### src/hdl/freq_counter_pkg.sv
// Shared constants, types and helpers for the gated frequency counter.
// Assumes a 32-bit Avalon-MM register bus with byte addresses.
package freq_counter_pkg;

  // Register byte offsets
  localparam logic [7:0] OFS_CONTROL      = 8'h00;
  localparam logic [7:0] OFS_CONFIG       = 8'h04;
  localparam logic [7:0] OFS_GATE_WIDTH   = 8'h08;
  localparam logic [7:0] OFS_GATE_LIMIT   = 8'h0c;
  localparam logic [7:0] OFS_STATUS       = 8'h10;
  localparam logic [7:0] OFS_COUNT        = 8'h14;
  localparam logic [7:0] OFS_ACTUAL_WIDTH = 8'h18;
  localparam logic [7:0] OFS_FREQUENCY    = 8'h1c;
  localparam logic [7:0] OFS_IRQ_STATUS   = 8'h20;
  localparam logic [7:0] OFS_IRQ_MASK     = 8'h24;

  // Control command bits, self clearing
  localparam int CTL_MEASURE = 0;
  localparam int CTL_START   = 1;
  localparam int CTL_STOP    = 2;
  localparam int CTL_READ    = 3;

  // Configuration fields
  localparam int CFG_MODE_LSB    = 0;
  localparam int CFG_CASCADE     = 2;
  localparam int CFG_EVENT_SEL   = 3;
  localparam int CFG_COUNTER_LSB = 4;

  // Status fields
  localparam int ST_BUSY        = 0;
  localparam int ST_OVERFLOW    = 1;
  localparam int ST_VALID       = 2;
  localparam int ST_TIMEOUT     = 3;
  localparam int ST_GATE        = 4;
  localparam int ST_RUN         = 5;
  localparam int ST_PARTNER_LSB = 8;

  // Interrupt bits
  localparam int IRQ_DONE = 0;
  localparam int IRQ_OVF  = 1;
  localparam int IRQ_TMO  = 2;
  localparam int IRQ_W    = 3;

  // Values after reset
  localparam logic [7:0]  CONFIG_RESET     = 8'h10;
  localparam logic [31:0] GATE_WIDTH_RESET = 32'h0000_2710;
  localparam logic [31:0] GATE_LIMIT_RESET = 32'h0000_2710;

  // Cycle counts
  localparam logic [1:0] MIN_DELAY_CYCLES = 2'h3;
  localparam logic [6:0] DIV_LAST         = 7'h3f;

  // Counter widths per variant
  localparam int NARROW_W  = 16;
  localparam int WIDE_W    = 24;
  localparam int CASCADE_W = 32;

  // Trigger modes of the gate counter
  typedef enum logic [1:0] {
    free_start_mode = 2'h0,
    gate_high_mode  = 2'h1,
    gate_low_mode   = 2'h2,
    gate_rise_mode  = 2'h3
  } gate_mode_t;

  // Measurement sequencer, Gray coded along the main path
  typedef enum logic [2:0] {
    idle_st  = 3'h0,
    arm_st   = 3'h1,
    wait_st  = 3'h3,
    pulse_st = 3'h2,
    poll_st  = 3'h6,
    capt_st  = 3'h7,
    div_st   = 3'h5,
    done_st  = 3'h4
  } meas_state_t;

  // Terminal count mask for a counter of the given width
  function automatic logic [31:0] limit_mask(input int width);
    logic [63:0] full;
    full = (64'h1 << width) - 64'h1;
    return full[31:0];
  endfunction

  // Cascade partner within a group of five
  function automatic logic [3:0] counter_plus_one(input logic [3:0] c);
    if (c == 4'h5) begin
      return 4'h1;
    end else if (c == 4'ha) begin
      return 4'h6;
    end else begin
      return c + 4'h1;
    end
  endfunction

  // Merge write data into a word under byte enables
  function automatic logic [31:0] be_merge(input logic [31:0] old_w,
                                           input logic [31:0] new_w,
                                           input logic [3:0]  be);
    logic [31:0] res;
    res = old_w;
    for (int i = 0; i < 4; i++) begin
      if (be[i]) begin
        res[i*8 +: 8] = new_w[i*8 +: 8];
      end
    end
    return res;
  endfunction

endpackage

### src/hdl/event_counter.sv
// Edge counter with programmable terminal count and sticky overflow.
// Assumes edge_in is a one-cycle pulse already synchronised to clock_in.
`timescale 1ns/1ns
`default_nettype none
module event_counter #(
  parameter int MAX_W = 32
) (
  input  wire logic             clock_in,
  input  wire logic             rst_in,
  input  wire logic             clear_in,
  input  wire logic             enable_in,
  input  wire logic             edge_in,
  input  wire logic [MAX_W-1:0] limit_in,
  output logic      [MAX_W-1:0] count_out,
  output logic                  overflow_out
);

  // Refuse widths the arithmetic cannot hold
  if (MAX_W < 1 || MAX_W > 32) begin : g_bad_width
    $error("event_counter: MAX_W must lie in 1..32");
  end

  wire logic             hit;        // Counted edge this cycle
  wire logic             at_limit;   // Count sits on terminal count
  wire logic [MAX_W-1:0] next_count; // Incremented or wrapped value

  assign hit        = edge_in & enable_in;
  assign at_limit   = (count_out == limit_in);
  assign next_count = at_limit ? '0 : count_out + 1'b1;

  // Count register; clear wins so a fresh run starts from zero
  always_ff @(posedge clock_in or posedge rst_in) begin
    if (rst_in) begin
      count_out <= '0;
    end else if (clear_in) begin
      count_out <= '0;
    end else if (hit) begin
      count_out <= next_count;
    end
  end

  // Sticky flag; rolling past terminal count spoils the result
  always_ff @(posedge clock_in or posedge rst_in) begin
    if (rst_in) begin
      overflow_out <= 1'b0;
    end else if (clear_in) begin
      overflow_out <= 1'b0;
    end else if (hit && at_limit) begin
      overflow_out <= 1'b1;
    end
  end

endmodule
`default_nettype wire

### src/hdl/gated_frequency_counter.sv
// Gated frequency counter: event counter gated by a one-shot gate counter.
// Assumes pins are asynchronous TTL levels and an Avalon-MM master.
//
// Chosen here: register access over Avalon-MM and the register offsets.
`timescale 1ns/1ns
`default_nettype none
module gated_frequency_counter #(
  parameter int CLK_HZ       = 100_000_000,
  parameter bit WIDE_VARIANT = 1'b1
) (
  input  wire logic        clock_in,
  input  wire logic        rst_in,
  input  wire logic [7:0]  address_in,
  input  wire logic        read_in,
  input  wire logic        write_in,
  input  wire logic [31:0] writedata_in,
  input  wire logic [3:0]  byteenable_in,
  output logic      [31:0] readdata_out,
  output logic             waitrequest_out,
  input  wire logic        source0_in,
  input  wire logic        source1_in,
  input  wire logic        gate0_in,
  input  wire logic        gate1_in,
  output logic             out0_out,
  output logic             out1_out,
  output logic             irq_out
);

  // Refuse clock rates the frequency arithmetic cannot hold
  if (CLK_HZ <= 0) begin : g_bad_clock
    $error("gated_frequency_counter: CLK_HZ must be positive");
  end

  // Pin synchronisers: stage a feeds only stage b
  logic [3:0] sync_a;  // First stage, metastable
  logic [3:0] sync_b;  // Second stage, safe level
  logic [3:0] sync_c;  // Delayed copy for edge detection

  always_ff @(posedge clock_in or posedge rst_in) begin
    if (rst_in) begin
      sync_a <= 4'h0;
      sync_b <= 4'h0;
      sync_c <= 4'h0;
    end else begin
      sync_a <= {gate1_in, gate0_in, source1_in, source0_in};
      sync_b <= sync_a;
      sync_c <= sync_b;
    end
  end

  wire logic [3:0] rise = sync_b & ~sync_c;  // Rising edge pulses

  localparam int IRQ_W = freq_counter_pkg::IRQ_W;  // Interrupt sources, declared before use

  // Software visible registers
  logic [7:0]       config_reg;   // Mode, cascade, event select, counter number
  logic [31:0]      gate_width;   // Requested gate pulse width, cycles
  logic [31:0]      gate_limit;   // Longest wait for gate start, cycles
  logic [IRQ_W-1:0] irq_status;   // Sticky events, write one to clear
  logic [IRQ_W-1:0] irq_mask;     // Interrupt enables
  logic             run;          // Free counting started by software

  // Sequencer and result state
  freq_counter_pkg::meas_state_t state;
  freq_counter_pkg::meas_state_t next_state;
  logic [31:0] tick;          // Timeout or gate width progress
  logic [31:0] next_tick;
  logic [1:0]  delay;         // Minimum delay before the pulse
  logic [1:0]  next_delay;
  logic        timeout_flag;  // Gate did not start in time
  logic        next_timeout;
  logic        next_gate;     // Gate counter output, next value
  logic [31:0] act_width;     // Cycles the gate really stood high
  logic [31:0] count_reg;     // Captured or snapshot count
  logic        ovf_reg;       // Overflow of that count
  logic        valid_flag;    // Measurement clean
  logic [31:0] freq_reg;      // Edges per second
  logic [63:0] num;           // Divider dividend, then quotient
  logic [32:0] rem;           // Divider partial remainder
  logic [6:0]  div_step;      // Divider iteration

  // Bus handshake: one wait cycle, then the access completes
  wire logic wr_go = write_in & ~waitrequest_out;
  wire logic rd_go = read_in & waitrequest_out;

  // Address decode
  wire logic hit_ctrl  = (address_in == freq_counter_pkg::OFS_CONTROL);
  wire logic hit_cfg   = (address_in == freq_counter_pkg::OFS_CONFIG);
  wire logic hit_width = (address_in == freq_counter_pkg::OFS_GATE_WIDTH);
  wire logic hit_limit = (address_in == freq_counter_pkg::OFS_GATE_LIMIT);
  wire logic hit_stat  = (address_in == freq_counter_pkg::OFS_STATUS);
  wire logic hit_count = (address_in == freq_counter_pkg::OFS_COUNT);
  wire logic hit_act   = (address_in == freq_counter_pkg::OFS_ACTUAL_WIDTH);
  wire logic hit_freq  = (address_in == freq_counter_pkg::OFS_FREQUENCY);
  wire logic hit_irqs  = (address_in == freq_counter_pkg::OFS_IRQ_STATUS);
  wire logic hit_irqm  = (address_in == freq_counter_pkg::OFS_IRQ_MASK);

  // Command pulses from the control register, low byte only
  wire logic ctl_wr = wr_go & hit_ctrl & byteenable_in[0];
  wire logic measure_frequency_cmd = ctl_wr & writedata_in[freq_counter_pkg::CTL_MEASURE];
  wire logic start_count_cmd       = ctl_wr & writedata_in[freq_counter_pkg::CTL_START];
  wire logic stop_count_cmd        = ctl_wr & writedata_in[freq_counter_pkg::CTL_STOP];
  wire logic read_count_cmd        = ctl_wr & writedata_in[freq_counter_pkg::CTL_READ];

  // Configuration fields
  wire logic [1:0] mode_bits  = config_reg[freq_counter_pkg::CFG_MODE_LSB +: 2];
  wire logic       cascade    = config_reg[freq_counter_pkg::CFG_CASCADE];
  wire logic       event_sel  = config_reg[freq_counter_pkg::CFG_EVENT_SEL];
  wire logic [3:0] counter_no = config_reg[freq_counter_pkg::CFG_COUNTER_LSB +: 4];
  wire freq_counter_pkg::gate_mode_t gate_counter_trigger_mode =
    freq_counter_pkg::gate_mode_t'(mode_bits);

  // Gate counter is the opposite counter
  wire logic gate_pin  = event_sel ? sync_b[2] : sync_b[3];
  wire logic gate_edge = event_sel ? rise[2] : rise[3];
  wire logic src_rise  = event_sel ? rise[1] : rise[0];
  wire logic gate_level = out0_out | out1_out;

  // Trigger modes of the gate counter
  wire logic trig_go =
    (gate_counter_trigger_mode == freq_counter_pkg::free_start_mode) ? 1'b1 :
    (gate_counter_trigger_mode == freq_counter_pkg::gate_high_mode)  ? gate_pin :
    (gate_counter_trigger_mode == freq_counter_pkg::gate_low_mode)   ? ~gate_pin :
    gate_edge;
  wire logic gate_active =
    (gate_counter_trigger_mode == freq_counter_pkg::gate_high_mode) ? gate_pin :
    (gate_counter_trigger_mode == freq_counter_pkg::gate_low_mode)  ? ~gate_pin :
    1'b1;
  wire logic [31:0] width_target = (gate_width == 32'h0) ? 32'h1 : gate_width;

  // Terminal count by variant and cascade
  wire logic [31:0] count_limit = WIDE_VARIANT ? freq_counter_pkg::limit_mask(freq_counter_pkg::WIDE_W) :
    cascade ? freq_counter_pkg::limit_mask(freq_counter_pkg::CASCADE_W) :
    freq_counter_pkg::limit_mask(freq_counter_pkg::NARROW_W);

  // Cascade partner, or gate counter number
  wire logic [3:0] partner = WIDE_VARIANT ? {3'h0, ~event_sel} :
    freq_counter_pkg::counter_plus_one(counter_no);

  // Event counter: cleared on arm or start, enabled by gate or run
  wire logic [31:0] ev_count;
  wire logic        ev_ovf;
  wire logic        ev_enable = gate_level | run;
  wire logic        ev_clear  = (state == freq_counter_pkg::arm_st) | start_count_cmd;

  event_counter #(
    .MAX_W (32)
  ) u_event (
    .clock_in     (clock_in),
    .rst_in       (rst_in),
    .clear_in     (ev_clear),
    .enable_in    (ev_enable),
    .edge_in      (src_rise),
    .limit_in     (count_limit),
    .count_out    (ev_count),
    .overflow_out (ev_ovf)
  );

  // Sequencer next state
  always_comb begin
    next_state   = state;
    next_tick    = tick;
    next_delay   = delay;
    next_timeout = timeout_flag;
    next_gate    = gate_level;
    case (state)
      freq_counter_pkg::idle_st: begin
        if (measure_frequency_cmd) begin
          next_state = freq_counter_pkg::arm_st;
        end
      end
      freq_counter_pkg::arm_st: begin
        next_tick    = 32'h0;
        next_timeout = 1'b0;
        next_state   = freq_counter_pkg::wait_st;
      end
      freq_counter_pkg::wait_st: begin
        if (trig_go) begin
          next_delay = freq_counter_pkg::MIN_DELAY_CYCLES;
          next_tick  = 32'h0;
          next_state = freq_counter_pkg::pulse_st;
        end else if (tick >= gate_limit) begin
          next_timeout = 1'b1;
          next_state   = freq_counter_pkg::capt_st;
        end else begin
          next_tick = tick + 32'h1;
        end
      end
      freq_counter_pkg::pulse_st: begin
        if (delay != 2'h0) begin
          next_delay = delay - 2'h1;
        end else if (!gate_level) begin
          next_gate = 1'b1;
        end else if (gate_active) begin
          if (tick + 32'h1 >= width_target) begin
            next_gate  = 1'b0;
            next_state = freq_counter_pkg::poll_st;
          end else begin
            next_tick = tick + 32'h1;
          end
        end
      end
      freq_counter_pkg::poll_st: begin
        if (!gate_level) begin
          next_state = freq_counter_pkg::capt_st;
        end
      end
      freq_counter_pkg::capt_st: begin
        next_state = freq_counter_pkg::div_st;
      end
      freq_counter_pkg::div_st: begin
        if (div_step == freq_counter_pkg::DIV_LAST) begin
          next_state = freq_counter_pkg::done_st;
        end
      end
      default: begin
        next_state = freq_counter_pkg::idle_st;
      end
    endcase
    if (stop_count_cmd) begin
      next_state = freq_counter_pkg::idle_st;
      next_gate  = 1'b0;
    end
  end

  always_ff @(posedge clock_in or posedge rst_in) begin
    if (rst_in) begin
      state        <= freq_counter_pkg::idle_st;
      tick         <= 32'h0;
      delay        <= 2'h0;
      timeout_flag <= 1'b0;
      out0_out     <= 1'b0;
      out1_out     <= 1'b0;
    end else begin
      state        <= next_state;
      tick         <= next_tick;
      delay        <= next_delay;
      timeout_flag <= next_timeout;
      out0_out     <= next_gate & event_sel;
      out1_out     <= next_gate & ~event_sel;
    end
  end

  // Divider step: restoring, one quotient bit per cycle
  wire logic [32:0] shifted = {rem[31:0], num[63]};
  wire logic        fits    = (shifted >= {1'b0, act_width});
  wire logic [32:0] next_rem = fits ? shifted - {1'b0, act_width} : shifted;
  wire logic [63:0] dividend = {32'h0, ev_count} * {32'h0, 32'(CLK_HZ)};

  // Actual width and divider
  always_ff @(posedge clock_in or posedge rst_in) begin
    if (rst_in) begin
      act_width <= 32'h0;
      num       <= 64'h0;
      rem       <= 33'h0;
      div_step  <= 7'h0;
    end else if (state == freq_counter_pkg::arm_st) begin
      act_width <= 32'h0;
    end else if (gate_level) begin
      act_width <= act_width + 32'h1;
    end else if (state == freq_counter_pkg::capt_st) begin
      num      <= dividend;
      rem      <= 33'h0;
      div_step <= 7'h0;
    end else if (state == freq_counter_pkg::div_st) begin
      num      <= {num[62:0], fits};
      rem      <= next_rem;
      div_step <= div_step + 7'h1;
    end
  end

  // Results: capture, snapshot and flags
  always_ff @(posedge clock_in or posedge rst_in) begin
    if (rst_in) begin
      count_reg  <= 32'h0;
      ovf_reg    <= 1'b0;
      valid_flag <= 1'b0;
      freq_reg   <= 32'h0;
    end else if (state == freq_counter_pkg::arm_st) begin
      valid_flag <= 1'b0;
    end else if (state == freq_counter_pkg::capt_st) begin
      count_reg  <= ev_count;
      ovf_reg    <= ev_ovf;
      valid_flag <= ~ev_ovf;
    end else if (state == freq_counter_pkg::done_st) begin
      freq_reg <= (act_width == 32'h0) ? 32'h0 :
                  (|num[63:32]) ? 32'hffff_ffff : num[31:0];
    end else if (read_count_cmd) begin
      count_reg <= ev_count;
      ovf_reg   <= ev_ovf;
    end
  end

  // Free counting run flag
  always_ff @(posedge clock_in or posedge rst_in) begin
    if (rst_in) begin
      run <= 1'b0;
    end else if (stop_count_cmd) begin
      run <= 1'b0;
    end else if (start_count_cmd) begin
      run <= 1'b1;
    end
  end

  // Interrupt events; a set in the clearing cycle survives
  wire logic [IRQ_W-1:0] irq_events = {
    next_timeout & ~timeout_flag,
    (state == freq_counter_pkg::capt_st) & ev_ovf,
    (state == freq_counter_pkg::done_st)};
  wire logic [IRQ_W-1:0] irq_clear =
    (wr_go & hit_irqs & byteenable_in[0]) ? writedata_in[IRQ_W-1:0] : '0;
  wire logic [IRQ_W-1:0] next_irq = (irq_status & ~irq_clear) | irq_events;

  // Writable registers with byte enables
  always_ff @(posedge clock_in or posedge rst_in) begin
    if (rst_in) begin
      config_reg <= freq_counter_pkg::CONFIG_RESET;
      gate_width <= freq_counter_pkg::GATE_WIDTH_RESET;
      gate_limit <= freq_counter_pkg::GATE_LIMIT_RESET;
      irq_mask   <= '0;
      irq_status <= '0;
      irq_out    <= 1'b0;
    end else begin
      irq_status <= next_irq;
      irq_out    <= |(next_irq & irq_mask);
      if (wr_go && hit_cfg && byteenable_in[0]) begin
        config_reg <= writedata_in[7:0];
      end
      if (wr_go && hit_width) begin
        gate_width <= freq_counter_pkg::be_merge(gate_width, writedata_in, byteenable_in);
      end
      if (wr_go && hit_limit) begin
        gate_limit <= freq_counter_pkg::be_merge(gate_limit, writedata_in, byteenable_in);
      end
      if (wr_go && hit_irqm && byteenable_in[0]) begin
        irq_mask <= writedata_in[IRQ_W-1:0];
      end
    end
  end

  // Status word
  logic [31:0] status_word;
  always_comb begin
    status_word = 32'h0;
    status_word[freq_counter_pkg::ST_BUSY]     = (state != freq_counter_pkg::idle_st);
    status_word[freq_counter_pkg::ST_OVERFLOW] = ovf_reg;
    status_word[freq_counter_pkg::ST_VALID]    = valid_flag;
    status_word[freq_counter_pkg::ST_TIMEOUT]  = timeout_flag;
    status_word[freq_counter_pkg::ST_GATE]     = gate_level;
    status_word[freq_counter_pkg::ST_RUN]      = run;
    status_word[freq_counter_pkg::ST_PARTNER_LSB +: 4] = partner;
  end

  // Read mux; unmapped and write-only addresses read zero
  wire logic [31:0] rd_mux =
    hit_cfg   ? {24'h0, config_reg} :
    hit_width ? gate_width :
    hit_limit ? gate_limit :
    hit_stat  ? status_word :
    hit_count ? count_reg :
    hit_act   ? act_width :
    hit_freq  ? freq_reg :
    hit_irqs  ? {29'h0, irq_status} :
    hit_irqm  ? {29'h0, irq_mask} :
    32'h0;

  // Bus answer: drop waitrequest one cycle after a request
  always_ff @(posedge clock_in or posedge rst_in) begin
    if (rst_in) begin
      waitrequest_out <= 1'b1;
      readdata_out    <= 32'h0;
    end else begin
      waitrequest_out <= ~(waitrequest_out & (read_in | write_in));
      if (rd_go) begin
        readdata_out <= rd_mux;
      end
    end
  end

endmodule
`default_nettype wire

### config.mk
export PLATFORM = sky130hd
export DESIGN_NAME = gated_frequency_counter
export DESIGN_NICKNAME = d
export VERILOG_FILES = /design/src/hdl/freq_counter_pkg.sv /design/src/hdl/event_counter.sv /design/src/hdl/gated_frequency_counter.sv
export SDC_FILE = /design/constraint.sdc
export NUM_CORES = 2
export LEC_CHECK = 0
export ABC_AREA = 0
export BUFFER_PORTS_ARGS = -buffer_cell sky130_fd_sc_hd__buf_2
export CORE_MARGIN = 1
export CORE_UTILIZATION = 56
export CTS_CLUSTER_SIZE = 30
export DETAILED_ROUTE_END_ITERATION = 7
export GPL_TIMING_DRIVEN = 0
export PLACE_DENSITY_LB_ADDON = 0.05
export SYNTH_ARGS = -nofsm -noshare
export SYNTH_HDL_FRONTEND = slang
export SYNTH_SLANG_ARGS = --single-unit
### constraint.sdc
create_clock -name clock_in -period 25.6 [get_ports clock_in]
set_input_delay 1.28 -clock clock_in [delete_from_list [all_inputs] [get_ports clock_in]]
set_output_delay 1.28 -clock clock_in [all_outputs]
set_load 0.05 [all_outputs]
### After elaboration in Yosys (flattened, before gate mapping)

Cells that the tools add are included.

| cells by class | value |
|---|---|
| add/subtract/negate cells | 6 |
| multiply operators | 1 |
| div/mod/pow operators | 0 |
| $lt $le $gt $ge | 3 |
| equality and inequality tests | 36 |
| shift-type cells | 0 |
| mux-type cells | 75 |
| bitwise logic cells | 35 |
| reduce and logical (&&, ||, !) cells | 39 |

Operators by type and width:

| operator | number |
|---|---|
| 2-to-1 mux 32 bit | 27 |
| 2-to-1 mux 64 bit | 2 |
| adder 32 x 1 -> 32 bit (second input constant) | 3 |
| case mux 32 bit (3 select lines) | 1 |
| >= comparator 32 bit | 2 |
| logical NOT 32 bit | 2 |
| multiplier 32 x 19 -> 51 bit (second input constant) | 1 |
| 2-to-1 mux 3 bit | 13 |
| >= comparator 33 x 32 -> 1 bit | 1 |
| equality test 32 x 24 -> 1 bit (second input constant) | 1 |
| equality test 8 x 5 -> 1 bit (second input constant) | 4 |
| OR reduction 32 bit | 1 |
| subtractor 32 bit | 1 |
| 2-to-1 mux 1 bit | 25 |
| != test 3 bit (second input constant) | 8 |
| case mux 3 bit (7 select lines) | 1 |
| nonzero test 2 bit | 9 |
| bitwise AND 1 bit | 16 |
| equality test 8 x 4 -> 1 bit (second input constant) | 2 |
| equality test 8 x 6 -> 1 bit (second input constant) | 2 |
| AND reduction 2 bit | 8 |
| 2-to-1 mux 7 bit | 2 |
| equality test 3 bit (second input constant) | 4 |
| != test 2 bit (second input constant) | 6 |
| other kinds (29) | 53 |

| storage, ports and cells | value |
|---|---|
| flip-flop bits (word level) | 399 |
| latch bits | 0 |
| RAM bits | 0 |
| ROM bits | 0 |
| output and inout port bits | 36 |
| memories | 0 |

### Logic depth before layout (Yosys ltp)

| depth | value |
|---|---|
| word-level depth | 12 |
| gate-level depth with buffers | 25 |
| depth with buffers taken out | 24 |

### By module

A second synthesis with hierarchy kept.

| unflattened totals | value |
|---|---|
| cells, all modules | 3,589 |
| area, all modules | 34,245.3 um^2 |

Modules (own cells, without submodules):

| module | instances | cells an instance | area an instance (um^2) | sequential area each (um^2) |
|---|---|---|---|---|
| gated_frequency_counter | 1 | 3,360 | 32,124.6 | 9,173.8 |
| event_counter | 1 | 229 | 2,120.8 | 825.8 |

### Worst setup path before layout

No wires, ideal clock.

| timing | value |
|---|---|
| path type | register to register |
| start point | register u_event.count_out[5] |
| end point | register num[58] |
| setup time | 128 ps |
| arrival | 6,134 ps |
| setup slack | 19,338 ps |
| cell stages (with the launch flop) | 22 |
| clock period less this slack | 6,262 ps |
| cell sequence | dfrtp_1 > inv_1 > fa_1 > fa_1 > inv_1 > fa_1 > fa_1 > fa_1 > inv_1 > fa_1 > inv_1 > ha_1 > a21oi_1 > o21ai_2 > a221o_1 > or4b_1 > o21ai_2 > o211a_1 > nor2_2 > a211oi_2 > xnor2_1 > o22ai_1 |

| on the way | value |
|---|---|
| longest elaborated chain between the ends | 2 |

Ends and longest elaborated chain:

| element | line | source |
|---|---|---|
| from (decl) | event_counter.sv:14 | `output logic [MAX_W-1:0] count_out,` |
| from (signal assigned) | event_counter.sv:38 | `count_out <= next_count;` |
| multiplier 32 x 19 -> 51 bit | gated_frequency_counter.sv:248 | `wire logic [63:0] dividend = {32'h0, ev_count} * {32'h0, 32'(CLK_HZ)};` |
| 2-to-1 mux 64 bit | gated_frequency_counter.sv:261 | `end else if (state == freq_counter_pkg::capt_st) begin` |
| to (signal assigned) | gated_frequency_counter.sv:262 | `num <= dividend;` |
| to (signal assigned) | gated_frequency_counter.sv:266 | `num <= {num[62:0], fits};` |
| to (decl) | gated_frequency_counter.sv:78 | `logic [63:0] num;` |

Every way passes these cells.
A chain may end at the register's enable or synchronous reset.

### Worst setup path in the final report

| timing | value |
|---|---|
| start point | register u_event.count_out[5] |
| end point | register num[55] |

The elaborated chain is that of the path after synthesis.

==> impl_metrics.csv <==
group,metric,value,unit
status,violations,"design-rule violations",
pwr,peakVddDrop,101,uV
yosys,yosysSeqAreaShare,29.7,%
clocking,postCtsResizedCells,0,
hold_path,hp-class,"reg2reg",
sta,final.setup.tns,0,ns
worst_setup_path,cp_max_fo,11,
layout,utilization,61.9,%
global_routing,grt_pass1_wl,156,mm
floorplanning,start_util,56.8,%
worst_setup_path,crit_arrival,7.65,ns
pwr,p_per_area,89.3,nW/um2
floorplanning,die_area,61100,um2
clocking,clk_pin_slew,0.06,ns
place,gp_congestion,0.962,
sta,hold_viol,0,
pwr,power.total,3.27,mW
yosys,synth_seq_cells,399,
yosys,synthesis.nets,4195,
sta,whs,0.347,ns
global_routing,grt_util_all_layers,33.2,%
layout,drive_gt1_share,8.08,%
worst_setup_path,startpoint_type,"flip-flop",
layout,final_nets,4332,
layout,fin_area,36600,um2
yosys,synth-edff-count,0,
detailed_routing,detail-route-antenna-nets,0,
clocking,cts_made_buffers,46,
detailed_routing,drc,16,
yosys,synth_top_cell_area_share,28.8,%
place,port_buffers,86,
layout,multi_input_area,21300,um2
floorplanning,boundaryPins,88,
yosys,netlist_area,33700,um2
worst_setup_path,worstPathRequired,26.04,ns
sta,drv_slew,0,
detailed_routing,wl,99.0,mm
layout,seq_area,10000,um2
layout,num_antenna_cells,0,
detailed_routing,wire_per_inst,22.1,um
sta,fmax,139,MHz
global_routing,antenna_found_initial,1,
yosys,synth.avg_cell_area,9.50,um2
layout,final_common_cell,"inv_1",
detailed_routing,drt-initial-drc-count,1841,
layout,largest_reg_flops,64,
clocking,clk_latency,0.59,ns
yosys,async_flop_share,100,%
sta,slew_headroom,10.6,%
clocking,htreeDepth,2,
layout,layout_common_cells,"510 x inv_1, 387 x dfrtp_1, 331 x ha_1",
worst_setup_path,cp-end-kind,"flip-flop",
clocking,cts_setup_buffers,0,
layout,fillers,5036,
sta,setup_viol,0,
worst_setup_path,criticalPathCategory,"reg2reg",
sta,clock_skew,0.0291,ns
detailed_routing,routed_via_density,5.91,
layout,area_delta_synth_final,8.87,%
status,status,"complete, but fails checks",
global_routing,grt_max_degree,124,
worst_setup_path,worst_path_max_delay_cell,"dfrtp_1",
yosys,synth_warnings,0,
clocking,clkSinkCount,399,
place,placed_area,35100,um2
layout,regMostFlops,"num",
yosys,synthCells,3543,
worst_setup_path,cpMostUsedCell,"fa_1",
sta,finalCriticalPeriod,7.21,ns
yosys,netlist_top_cells_area,"dfrtp_1 29%, fa_1 16%, ha_1 12%",
clocking,cts_root_buf,"clkbuf_16",
worst_setup_path,slowest_delay,0.73,ns
sta,finalCritPeriodShare,28.2,%
global_routing,grt.overflow.total,0,
clocking,cts_tree,"done",
detailed_routing,via_count,26500,
pwr,p_leak,19.0,nW
global_routing,grt_pass1_vias,27400,
detailed_routing,dr.pass1.iters,8,
sta,tightest_slew,1.33,ns
yosys,synth.distinct_cells,82,
floorplanning,core_area,59200,um2
clocking,clk_path_buf_depth,3,
floorplanning,die_w,247,um
floorplanning,rows,89,
yosys,yosys.area.top_type,"dfrtp_1",
place,dp_hpwl,80.3,mm
yosys,synth-main-ff-cell,"dfrtp_1",
sta,rsz0062_at_grt,"false",
floorplanning,die_h,247,um
worst_setup_path,path_cells,"inv_1 -> fa_1 -> fa_1 -> inv_1 -> fa_1 -> fa_1 -> fa_1 -> inv_1 -> fa_1 -> inv_1 -> ha_1 -> o21ai_0 -> nor2_1 -> o31ai_1 -> o2111ai_1 -> and3_1 -> nor2_1 -> a21boi_1 -> a221oi_1 -> xor2_1 -> o21ai_1",
clocking,holdBufCountCts,0,
run,drv_cap,0,
[where the power goes]
part           switching [mW]  internal, mW  leakage (nW)
clock network           0.277         0.391         0.739
logic                    1.19         0.642          12.9
registers              0.0799         0.694          5.33
[worst max-delay path, delay by kind of cell, from the launching register on]
kind	cells	cell delay, ns
buffers and inverters	4	0.42
and+or+nand+nor	3	0.57
DFF	1	0.73
AOI/OAI and AO/OA	6	1.63
adders and majority gates	7	3.52
xor gates and xnor gates	1	0.18
[cells in the mapped netlist, types with 57 or more instances]
cell type	count
xnor2_1	92
nand3_1	71
o21ai_0	165
ha_1	331
and3_1	57
fa_1	269
mux2_2	102
a21oi_1	225
nor2_1	214
inv_1	511
clkbuf_1	96
mux2i_1	83
a21o_1	82
xor2_1	63
dfrtp_1	387
nand2_1	264
o21ai_1	91
[layout make-up]
type	instances	share of cell area, %
Inverter	512	5.26
Buffer	118	1.29
Timing Repair Buffer	89	1.40
Tap cell	773	2.64
Clock buffer	68	3.64
Clock inverter	15	0.447
Multi-Input combinational cell	2514	58.0
Sequential cell	399	27.3
[per-stage QoR]
step / cells / setup slack (ns)
finish: 4488 / 18.39
global route: 4488 / 18.03
CTS: 4488 / 18.45
detailed placement: 4405 / 18.48
global placement: 4402 / 8.95
floorplan: 3543 / 13.24
[cells by family after synthesis]
group	share of synthesized area, %
flops	29.7
buf+inv	7.12
xor+xnor	4.03
fa+ha+maj	28.3
mux	5.88
simple gates	11.5
compound gates	13.5
[worst paths after layout]
kind,start,endpoint,slack [ns],cells after the start
max,u_event.count_out[5],num[55],18.39,21
min,sync_a[0],sync_b[0],0.35,0
max reg2reg,u_event.count_out[5],num[55],18.39,21
min reg2reg,sync_a[0],sync_b[0],0.35,0
max in group asynchronous,rst_in,num[51],23.40,4
min in group asynchronous,rst_in,gate_width[15],0.68,2
[per-layer routing]
layer / share of wire (%) / routed length [um] / track usage, %
met2: 49 / 48500 / 57.7
met5: 0.0081 / 8 / 0
met3: 5.2 / 5110 / 3.90
met4: 3.6 / 3580 / 11.6
met1: 42 / 41800 / 42.8
(Power assumes the default switching activity.)
